File: config.mk
export PLATFORM = sky130hd
export DESIGN_NAME = e1fr_core
export DESIGN_NICKNAME = d
export VERILOG_FILES = /design/src/core/e1fr_pkg.sv /design/src/core/e1fr_core.sv
export SDC_FILE = /design/constraint.sdc
export NUM_CORES = 1
export LEC_CHECK = 0
export BUFFER_PORTS_ARGS = -buffer_cell sky130_fd_sc_hd__buf_2
export CAP_MARGIN = 20
export CORE_MARGIN = 5
export CORE_UTILIZATION = 26
export CTS_BUF_LIST = sky130_fd_sc_hd__clkbuf_4 sky130_fd_sc_hd__clkbuf_8
export DETAILED_ROUTE_END_ITERATION = 7
export PLACE_DENSITY = 0.53
export SLEW_MARGIN = 40
export SYNTH_ARGS = -nofsm -noshare
export SYNTH_HDL_FRONTEND = slang
export SYNTH_SLANG_ARGS = --single-unit
export TNS_END_PERCENT = 10
File: constraint.sdc
create_clock -name hclk -period 1.9 [get_ports hclk]
set_input_delay 0.19 -clock hclk [delete_from_list [all_inputs] [get_ports hclk]]
set_output_delay 0.19 -clock hclk [all_outputs]
set_load 0.05 [all_outputs]
File: src/core/e1fr_pkg.sv
`default_nettype none
package e1fr_pkg;

	// register indices; byte address is four times the index
	localparam logic [7:0] IDX_CNT_LO  = 8'h99;
	localparam logic [7:0] IDX_CNT_HI  = 8'h9A;
	localparam logic [7:0] IDX_NAT_EN  = 8'h9B;
	localparam logic [7:0] IDX_NAT_FLG = 8'h9C;
	localparam logic [7:0] IDX_NAT_VAL = 8'h9D;
	localparam logic [7:0] IDX_FP_EN   = 8'h9E;
	localparam logic [7:0] IDX_FP_FLG  = 8'h9F;
	localparam logic [7:0] IDX_MODE    = 8'hA0;

	// field positions
	localparam int HI_OVERRUN   = 7;
	localparam int HI_NEW       = 6;
	localparam int HI_TS16_LSB  = 2;
	localparam int NAT_SEL_LSB  = 5;
	localparam int FP_OOOF      = 7;
	localparam int FP_RAICCRC   = 6;
	localparam int FP_CFEBE     = 5;
	localparam int FP_V52       = 4;
	localparam int FP_BRFP      = 3;
	localparam int FP_ICSMFP    = 2;
	localparam int FP_ICMFP     = 1;
	localparam int FP_ISMFP     = 0;
	localparam int MODE_E1      = 0;
	localparam int MODE_NOFRAME = 1;

	// reset values
	localparam logic [7:0] RST_BYTE = 8'h00;
	localparam logic [1:0] RST_MODE = 2'h0;

	// national bit select codes
	localparam logic [2:0] SEL_SA4 = 3'h4;
	localparam logic [2:0] SEL_SA5 = 3'h5;
	localparam logic [2:0] SEL_SA6 = 3'h6;
	localparam logic [2:0] SEL_SA7 = 3'h7;
	localparam logic [2:0] SEL_SA8 = 3'h0;

	// timing: the second is counted in received frames
	localparam int FRAME_US       = 125;
	localparam int SECOND_US      = 1000000;
	localparam int FRAMES_PER_SEC = SECOND_US / FRAME_US;
	localparam int CNT_W          = 10;

	// events from the receive framer, same clock
	typedef struct packed {
		logic       frame_pulse;  // ts1 bit 1 of every frame
		logic       nfas;         // qualifies frame_pulse
		logic       smf_pulse;    // crc submultiframe frame 0
		logic       cmf_pulse;    // crc multiframe frame 0
		logic       sigmf_pulse;  // signalling multiframe
		logic       crc_error;
		logic       oof;
		logic       ts16_valid;   // ts16 of sig. mf frame 0 seen
		logic [3:0] ts16_bits;    // positions 5..8
		logic [4:0] sa_bits;      // [4]=sa4 .. [0]=sa8
		logic       ooof;
		logic       raiccrc;
		logic       cfebe;
		logic       v52link;
	} e1fr_rx_t;

endpackage
`default_nettype wire

File: src/core/e1fr_core.sv
// Functional notes
// RULE1: ten-bit crc error count, snapshot every second
// RULE2: own exact one-second interval for snapshot
// RULE3: refreshed flag set on transfer, read clears
// RULE4: overrun flag when unread count overwritten
// RULE5: all registers cleared unless framed e1; the code keeps the mode and bus registers
// RULE6: ts16 frame 0 positions 5-8 to bits 5:2
// RULE7: ts16 bits refreshed on nfas frame pulse
// RULE8: ts16 and count frozen while out of frame
// RULE9: select code picks sa4..sa8 nibble source
// RULE10: first received value in bit 3
// RULE11: change flag against value at last read
// RULE12: enabled change flag pulls interrupt low
// RULE13: software leaves enable off for hdlc bits
// RULE14: offline frame loss change raises interrupt
// RULE15: rai with continuous crc raises interrupt
// RULE16: continuous far-end errors raise interrupt
// RULE17: link id in sa7 raises interrupt
// RULE18: basic frame pulse flag raises interrupt
// RULE19: crc submultiframe pulse flag raises interrupt
// RULE20: basic frame flag set every frame
// RULE21: submultiframe flag set at frame 0
// RULE22: second is 8000 frames of 125 us
// RULE23: interrupt is or of enabled set flags
//
// The implementer's own choice: the AHB-Lite register port.
`default_nettype none
module e1fr_core
	import e1fr_pkg::*;
#(
	parameter int FRAMES = FRAMES_PER_SEC
) (
	input  wire logic        hclk,
	input  wire logic        hresetn,
	input  wire logic        hsel,
	input  wire logic [31:0] haddr,
	input  wire logic [1:0]  htrans,
	input  wire logic        hwrite,
	input  wire logic [2:0]  hsize,
	input  wire logic [31:0] hwdata,
	input  wire logic        hready,
	output logic      [31:0] hrdata,
	output logic             hreadyout,
	output logic             hresp,
	input  wire e1fr_rx_t    rx,
	output logic             interrupt_out_n
);

	typedef enum logic [1:0] {BUS_IDLE, BUS_WR, BUS_RD, BUS_RDOUT} e1fr_bus_t;

	function automatic logic [3:0] sel_nibble(input logic [2:0] sel,
		input logic [19:0] nib);
		case (sel)
			SEL_SA4: sel_nibble = nib[19:16];
			SEL_SA5: sel_nibble = nib[15:12];
			SEL_SA6: sel_nibble = nib[11:8];
			SEL_SA7: sel_nibble = nib[7:4];
			SEL_SA8: sel_nibble = nib[3:0];
			default: sel_nibble = 4'h0;
		endcase
	endfunction

	function automatic logic hit(input logic [7:0] a, input logic [7:0] idx);
		hit = (a == idx);
	endfunction

	e1fr_bus_t         bus_q;
	e1fr_bus_t         bus_d;
	logic [7:0]        addr_q;
	logic [31:0]       hrdata_q;
	logic [1:0]        mode_q;
	logic [7:0]        nat_en_q;
	logic [7:0]        fp_en_q;
	logic [7:0]        fp_flg_q;
	logic [7:0]        fp_flg_d;
	logic [4:0]        nat_flg_q;
	logic [4:0]        nat_flg_d;
	logic [CNT_W-1:0]  err_acc_q;
	logic [CNT_W-1:0]  cnt_hold_q;
	logic [13:0]       frame_cnt_q;
	logic              new_q;
	logic              overrun_q;
	logic [3:0]        ts16_pend_q;
	logic [3:0]        ts16_q;
	logic [19:0]       shift_q;
	logic [19:0]       cand_q;
	logic [19:0]       deb_q;
	logic [19:0]       seen_q;
	logic [19:0]       seen_d;
	logic              ooof_prev_q;
	logic              v52_prev_q;
	logic              irq_n_q;

	// bus decode
	wire logic        accept   = hsel & htrans[1] & hready;
	wire logic [7:0]  a_idx    = haddr[9:2];
	wire logic        wr_phase = (bus_q == BUS_WR);
	wire logic        rd_phase = (bus_q == BUS_RD);
	wire logic        wr_mode  = wr_phase & hit(addr_q, IDX_MODE);
	wire logic        wr_naten = wr_phase & hit(addr_q, IDX_NAT_EN);
	wire logic        wr_fpen  = wr_phase & hit(addr_q, IDX_FP_EN);
	wire logic        rd_hi    = rd_phase & hit(addr_q, IDX_CNT_HI);
	wire logic        rd_natf  = rd_phase & hit(addr_q, IDX_NAT_FLG);
	wire logic        rd_fpf   = rd_phase & hit(addr_q, IDX_FP_FLG);

	// framed e1 only; otherwise everything below except the bus and mode registers sits in reset
	wire logic mode_clr = ~mode_q[MODE_E1] | mode_q[MODE_NOFRAME]; // see RULE5

	// one-second base from the frame stream, not the bus clock
	wire logic sec_tick = rx.frame_pulse &
		(frame_cnt_q == 14'(FRAMES - 1)); // see RULE22
	// transfer skipped while out of frame, count keeps running
	wire logic sec_xfer = sec_tick & ~rx.oof; // see RULE8
	wire logic ts16_upd = rx.frame_pulse & rx.nfas & ~rx.oof; // see RULE7
	wire logic nfas_fp  = rx.frame_pulse & rx.nfas;
	wire logic smf_end  = rx.smf_pulse;

	wire logic [CNT_W-1:0] acc_inc = (&err_acc_q) ? err_acc_q :
		err_acc_q + CNT_W'(1);

	wire logic [2:0] nat_sel = nat_en_q[7:NAT_SEL_LSB];
	wire logic [3:0] nat_val = sel_nibble(nat_sel, deb_q); // see RULE9

	wire logic [7:0] reg_hi = {overrun_q, new_q, ts16_q,
		cnt_hold_q[9:8]}; // see RULE1
	wire logic [7:0] rd_byte =
		hit(addr_q, IDX_CNT_LO)  ? cnt_hold_q[7:0] :
		hit(addr_q, IDX_CNT_HI)  ? reg_hi :
		hit(addr_q, IDX_NAT_EN)  ? nat_en_q :
		hit(addr_q, IDX_NAT_FLG) ? {3'h0, nat_flg_q} :
		hit(addr_q, IDX_NAT_VAL) ? {4'h0, nat_val} : // see RULE10
		hit(addr_q, IDX_FP_EN)   ? fp_en_q :
		hit(addr_q, IDX_FP_FLG)  ? fp_flg_q :
		hit(addr_q, IDX_MODE)    ? {6'h00, mode_q} :
		RST_BYTE;

	// national bit debounce: a nibble must repeat to be taken
	logic [4:0] nib_upd;
	logic [4:0] nib_set;
	always_comb begin
		seen_d = rd_natf ? deb_q : seen_q;
		for (int i = 0; i < 5; i++) begin
			nib_upd[i] = smf_end &
				(shift_q[i*4 +: 4] == cand_q[i*4 +: 4]) &
				(shift_q[i*4 +: 4] != deb_q[i*4 +: 4]);
			nib_set[i] = nib_upd[i] &
				(shift_q[i*4 +: 4] != seen_d[i*4 +: 4]); // see RULE11
		end
	end

	// flags: a set in the read cycle survives the clear
	assign nat_flg_d = (nat_flg_q & {5{~rd_natf}}) | nib_set;
	always_comb begin
		fp_flg_d = fp_flg_q & {8{~rd_fpf}};
		fp_flg_d[FP_OOOF]    = fp_flg_d[FP_OOOF] |
			(rx.ooof ^ ooof_prev_q);
		fp_flg_d[FP_RAICCRC] = fp_flg_d[FP_RAICCRC] | rx.raiccrc;
		fp_flg_d[FP_CFEBE]   = fp_flg_d[FP_CFEBE] | rx.cfebe;
		fp_flg_d[FP_V52]     = fp_flg_d[FP_V52] |
			(rx.v52link ^ v52_prev_q);
		fp_flg_d[FP_BRFP]    = fp_flg_d[FP_BRFP] |
			rx.frame_pulse; // see RULE20
		fp_flg_d[FP_ICSMFP]  = fp_flg_d[FP_ICSMFP] |
			rx.smf_pulse; // see RULE21
		fp_flg_d[FP_ICMFP]   = fp_flg_d[FP_ICMFP] | rx.cmf_pulse;
		fp_flg_d[FP_ISMFP]   = fp_flg_d[FP_ISMFP] | rx.sigmf_pulse;
	end

	// one term per enabled flag; hdlc-carrying sa bits left disabled
	wire logic irq_any = |(fp_flg_q & fp_en_q) |
		|(nat_flg_q & nat_en_q[4:0]); // see RULE12 see RULE14 see RULE23

	// bus state machine; reads take one wait state so data is a flop
	always_comb begin
		bus_d = bus_q;
		case (bus_q)
			BUS_RD:  bus_d = BUS_RDOUT;
			BUS_IDLE,
			BUS_WR,
			BUS_RDOUT: begin
				if (accept)
					bus_d = hwrite ? BUS_WR : BUS_RD;
				else
					bus_d = BUS_IDLE;
			end
			default: bus_d = BUS_IDLE;
		endcase
	end

	assign hreadyout = (bus_q != BUS_RD);
	assign hresp     = 1'b0;
	assign hrdata    = hrdata_q;
	assign interrupt_out_n = irq_n_q;

	always_ff @(posedge hclk or negedge hresetn) begin
		if (!hresetn) begin
			bus_q    <= BUS_IDLE;
			addr_q   <= 8'h00;
			hrdata_q <= 32'h0000_0000;
		end else begin
			bus_q <= bus_d;
			if (accept && hreadyout)
				addr_q <= a_idx;
			if (rd_phase)
				hrdata_q <= {24'h00_0000, rd_byte};
		end
	end

	always_ff @(posedge hclk or negedge hresetn) begin
		if (!hresetn)
			mode_q <= RST_MODE;
		else if (wr_mode)
			mode_q <= hwdata[1:0];
	end

	always_ff @(posedge hclk or negedge hresetn) begin
		if (!hresetn) begin
			nat_en_q <= RST_BYTE;
			fp_en_q  <= RST_BYTE;
		end else if (mode_clr) begin
			nat_en_q <= RST_BYTE;
			fp_en_q  <= RST_BYTE;
		end else begin
			if (wr_naten)
				nat_en_q <= hwdata[7:0];
			if (wr_fpen)
				fp_en_q <= hwdata[7:0]; // see RULE15 see RULE16 see RULE17
		end
	end

	// error count and its once-a-second snapshot
	always_ff @(posedge hclk or negedge hresetn) begin
		if (!hresetn) begin
			frame_cnt_q <= 14'h0000;
			err_acc_q   <= 10'h000;
			cnt_hold_q  <= 10'h000;
			new_q       <= 1'b0;
			overrun_q   <= 1'b0;
		end else if (mode_clr) begin
			frame_cnt_q <= 14'h0000;
			err_acc_q   <= 10'h000;
			cnt_hold_q  <= 10'h000;
			new_q       <= 1'b0;
			overrun_q   <= 1'b0;
		end else begin
			if (rx.frame_pulse)
				frame_cnt_q <= sec_tick ? 14'h0000 :
					frame_cnt_q + 14'h0001;
			if (sec_tick)
				err_acc_q <= rx.crc_error ? 10'h001 : 10'h000; // see RULE2
			else if (rx.crc_error)
				err_acc_q <= acc_inc;
			if (sec_xfer)
				cnt_hold_q <= rx.crc_error ? acc_inc : err_acc_q; // see RULE1
			new_q <= sec_xfer | (new_q & ~rd_hi); // see RULE3
			overrun_q <= (sec_xfer & new_q & ~rd_hi) |
				(overrun_q & ~rd_hi); // see RULE4
		end
	end

	always_ff @(posedge hclk or negedge hresetn) begin
		if (!hresetn) begin
			ts16_pend_q <= 4'h0;
			ts16_q      <= 4'h0;
		end else if (mode_clr) begin
			ts16_pend_q <= 4'h0;
			ts16_q      <= 4'h0;
		end else begin
			if (rx.ts16_valid)
				ts16_pend_q <= rx.ts16_bits;
			if (ts16_upd)
				ts16_q <= ts16_pend_q; // see RULE6
		end
	end

	// nibble shift: first nfas value ends in bit 3
	always_ff @(posedge hclk or negedge hresetn) begin
		if (!hresetn) begin
			shift_q <= 20'h0_0000;
			cand_q  <= 20'h0_0000;
			deb_q   <= 20'h0_0000;
			seen_q  <= 20'h0_0000;
		end else if (mode_clr) begin
			shift_q <= 20'h0_0000;
			cand_q  <= 20'h0_0000;
			deb_q   <= 20'h0_0000;
			seen_q  <= 20'h0_0000;
		end else begin
			seen_q <= seen_d;
			if (smf_end)
				cand_q <= shift_q;
			for (int i = 0; i < 5; i++) begin
				if (nfas_fp)
					shift_q[i*4 +: 4] <= {shift_q[i*4 +: 3],
						rx.sa_bits[i]}; // see RULE10
				if (nib_upd[i])
					deb_q[i*4 +: 4] <= shift_q[i*4 +: 4];
			end
		end
	end

	always_ff @(posedge hclk or negedge hresetn) begin
		if (!hresetn) begin
			nat_flg_q   <= 5'h00;
			fp_flg_q    <= RST_BYTE;
			ooof_prev_q <= 1'b0;
			v52_prev_q  <= 1'b0;
			irq_n_q     <= 1'b1;
		end else if (mode_clr) begin
			nat_flg_q   <= 5'h00;
			fp_flg_q    <= RST_BYTE;
			ooof_prev_q <= 1'b0;
			v52_prev_q  <= 1'b0;
			irq_n_q     <= 1'b1;
		end else begin
			nat_flg_q   <= nat_flg_d; // see RULE11
			fp_flg_q    <= fp_flg_d; // see RULE18 see RULE19
			ooof_prev_q <= rx.ooof;
			v52_prev_q  <= rx.v52link;
			irq_n_q     <= ~irq_any; // see RULE23
		end
	end
endmodule
`default_nettype wire

==> flow_metrics.tcl <==
set metrics [dict create \
    cp.arrival_ns 2.27 \
    fmax_mhz 523 \
    p_int_mw 5.95 \
    track_usage 0.122 \
    routed_wl_um 23400 \
    p_clk_frac 0.359 \
    path_class "reg2reg" \
    cts_tree "done" \
    clk_pin_slew_ns 0.10 \
    rsz0062_at_grt "yes" \
    wl_met1_um 11500 \
    initial_core_util 0.262 \
    utilization 0.327 \
    drive_above_1_share 0.220 \
    viasPerCell 4.60 \
    cp.required_ns 2.25 \
    synth_edf_count 0 \
    fin_crit_sh 1.01 \
    worst_pin_slew_ns 0.571 \
    finClkSkew_ns 0.0157 \
    violations "setup timing" \
    synth.avg_cell_area_um2 9.60 \
    grt_max_degree 81 \
    async_flop_share 1.00 \
    die_area_mm2 0.0385 \
    synth_ff_type "dfrtp_1" \
    crit_path_start_kind "register" \
    hold_viol 0 \
    setup_viol 1 \
    synthDistinctLibCells 61 \
    post_dp_cell_area_mm2 0.0102 \
    synthCells 939 \
    holdCritPathClass "in2reg" \
    maxCapViolCount 0 \
    highest_layer "met5" \
    dr_wl_met3_um 1070 \
    seq_area_frac_synth 0.489 \
    wl_per_cell_um 15.1 \
    min_period_ns 1.91 \
    seqPwrFrac 0.470 \
    setup_ws_ns -0.0129 \
    numCtsBuffers 17 \
    run_status "finished with violations" \
    p_sw_mw 2.55 \
    worst_setup_path_end_kind "register" \
    core_region_area_mm2 0.0344 \
    antenna_found_initial 3 \
    yosys_register_bits 176 \
    grt_overflow_total 0 \
    p_sw_frac 0.300 \
    fin_nets 1175 \
    max_stage_delay_ns 0.58 \
    vdd_drop_max_uv 339 \
    port_buffers 52 \
    drv_slew 0 \
    rows 68 \
    grt_pass1_wl_um 38000 \
    drt_iter0_drc 463 \
    cp_slowest_cell "or4b_4" \
    num_vias 7123 \
    leakage_nw 4.95 \
    hpwl_um 16900 \
    drc 0 \
    relSlewSlack 0.618 \
    p_per_area_mw_per_mm2 756 \
    die_h_um 196 \
    place_congestion 0.853 \
    cp_max_fo 3 \
    grt_pass1_vias 6941 \
    ant_nets 0 \
    finalPower_mw 8.50 \
    met2_wirelength_um 10300 \
    worstPathCellList "or4b_4 > or3_4 > mux2i_2 > a2bb2oi_2 > nor3_1" \
    clock_path_buffers 2 \
    instances_no_fill 1547 \
    clock-sinks 176 \
    ios 130 \
    final_area_mm2 0.0112 \
    area_growth_pct 24.7 \
    dp_cells 1476 \
    tns_ns -0.0129 \
    syn_area_mm2 0.00901 \
    die_w_um 196 \
    cts_max_level 4 \
    ys.warnings.count 0 \
    p_comb_frac 0.171 \
    cts_root_buf "clkbuf_8" \
    dr.pass1.iters 5 \
    clk_latency_ns 0.47 \
]
## worst paths after layout
kind	to	start	depth (start not counted)	slack, ns
max in group asynchronous	interrupt_out_n	hresetn	3	1.03
min reg2reg	hrdata[6]	hrdata[6]	2	0.49
max reg2reg	nat_flg_q[4]	addr_q[6]	5	-0.01
max	nat_flg_q[4]	addr_q[6]	5	-0.01
min in group asynchronous	addr_q[0]	hresetn	2	0.21
min	fp_en_q[1]	hwdata[1]	3	0.04
## power by group through the flow
stage | clock, mW | combinational, mW | sequential (mW)
2_1_floorplan | 0 | 0.791 | 4.14
3_3_place_gp | 0 | 1.35 | 4.05
3_5_place_dp | 0 | 1.36 | 4.05
4_1_cts | 3.15 | 1.42 | 3.98
5_1_grt | 3.31 | 1.58 | 4.01
6_report | 3.05 | 1.46 | 3.99
## stage by stage
| step | worst slack, ns | hold slack [ns] |
|---|---|---|
| 2_1_floorplan | -0.0236 | -0.106 |
| 3_3_place_gp | -0.109 | 0.144 |
| 3_5_place_dp | -0.134 | 0.151 |
| 4_1_cts | -0.00687 | 0.00612 |
| 5_1_grt | -0.0888 | 0.00617 |
| 6_report | -0.0129 | 0.0420 |
## per-layer routing
layer / vias up / global-route usage
met1: 3467 / 0.176
met3: 38 / 0.0239
li1: 3451 / -
met4: 4 / 0.0406
met2: 163 / 0.185
met5: - / 0
## critical path, delay by kind of cell, from the launching register on
| kind | cells | cell delay, ns |
|---|---|---|
| compound gates | 1 | 0.14 |
| flops | 1 | 0.40 |
| mux | 1 | 0.23 |
| simple gates | 3 | 1.02 |
## final cells by class
cell class | instances | area [µm²]
inverter | 10 | 37.5
clock inverter | 15 | 228
clock buffer | 17 | 234
fill | 3574 | 23100
sequential | 176 | 4410
tap | 455 | 569
multi-input combinational | 689 | 4340
antenna | 1 | 2.50
timing repair buffer | 184 | 1420
## synthesized netlist by cell type (3+ instances only)
master      n  share of area
a211oi_1    7         0.0058
a21oi_1    69          0.038
a22oi_1    12          0.010
a32oi_1     3         0.0029
and2_1      4         0.0028
buf_1       3         0.0012
buf_2      19          0.011
buf_4      25          0.021
clkbuf_1   39          0.016
dfrtp_1   175           0.49
inv_1      10         0.0042
mux2_2     16          0.020
mux2i_1    67          0.074
nand2_1   124          0.052
nand2b_1   10         0.0069
nand3_1    25          0.014
nand3b_1    3         0.0025
nand4_1    15          0.010
nand4b_1    3         0.0029
nor2_1    115          0.048
nor2b_1     7         0.0049
nor3_1     12         0.0067
nor3_2      4         0.0044
nor3b_1     3         0.0025
nor4_1     10         0.0069
o211ai_1    4         0.0033
o21ai_0    31          0.017
o22ai_1     5         0.0035
or3_1       4         0.0028
xnor2_1    46          0.045
xor2_1     29          0.028
## cells in the final DEF (no fill, tap or decap), drive strengths merged, types with 3 or more instances in the layout
| master | n |
|---|---|
| a211oi | 9 |
| a21oi | 69 |
| a22oi | 12 |
| a32oi | 3 |
| and2 | 4 |
| buf | 151 |
| bufinv | 5 |
| clkbuf | 17 |
| clkinv | 4 |
| conb | 25 |
| dfrtp | 175 |
| dlygate4sd3 | 33 |
| inv | 15 |
| mux2 | 16 |
| mux2i | 68 |
| nand2 | 124 |
| nand2b | 10 |
| nand3 | 25 |
| nand3b | 3 |
| nand4 | 15 |
| nand4b | 3 |
| nor2 | 117 |
| nor2b | 7 |
| nor3 | 16 |
| nor3b | 3 |
| nor4 | 10 |
| o211ai | 4 |
| o21ai | 33 |
| o22ai | 5 |
| or3 | 4 |
| xnor2 | 46 |
| xor2 | 29 |
## cells by family (layout without fill, tap and decap cells)
| family | count (synthesis) | count (layout) | share of synthesized area |
|---|---|---|---|
| muxes | 85 | 85 | 0.0984 |
| and+or+nand+nor | 345 | 345 | 0.174 |
| DFF | 176 | 176 | 0.489 |
| other | 1 | 26 | 0.000416 |
| buffers and inverters | 98 | 226 | 0.0559 |
| AOI/OAI and AO/OA | 157 | 157 | 0.107 |
| xor gates and xnor gates | 75 | 75 | 0.0729 |
| adders and majority gates | 2 | 2 | 0.00278 |
## registers in the layout (all words and copies together), names as in the netlist, 5 cells and up
signal	cells
cand_q	20
shift_q	20
fp_flg_q	8
err_acc_q	10
frame_cnt_q	14
fp_en_q	8
deb_q	20
addr_q	8
cnt_hold_q	10
hrdata	8
nat_flg_q	5
seen_q	20
nat_en_q	8
## repair_timing
item                                    4_1_cts  5_1_grt
cloned                                        0        1
endpoints found under the setup margin       39       60
setup buffers                                 0        4
hold buffers                                 33        0
resized for setup                            11       35
endpoints found under the hold margin        83        0
pin swaps                                     2       15
Note: power is estimated with default switching activity, not from simulation.
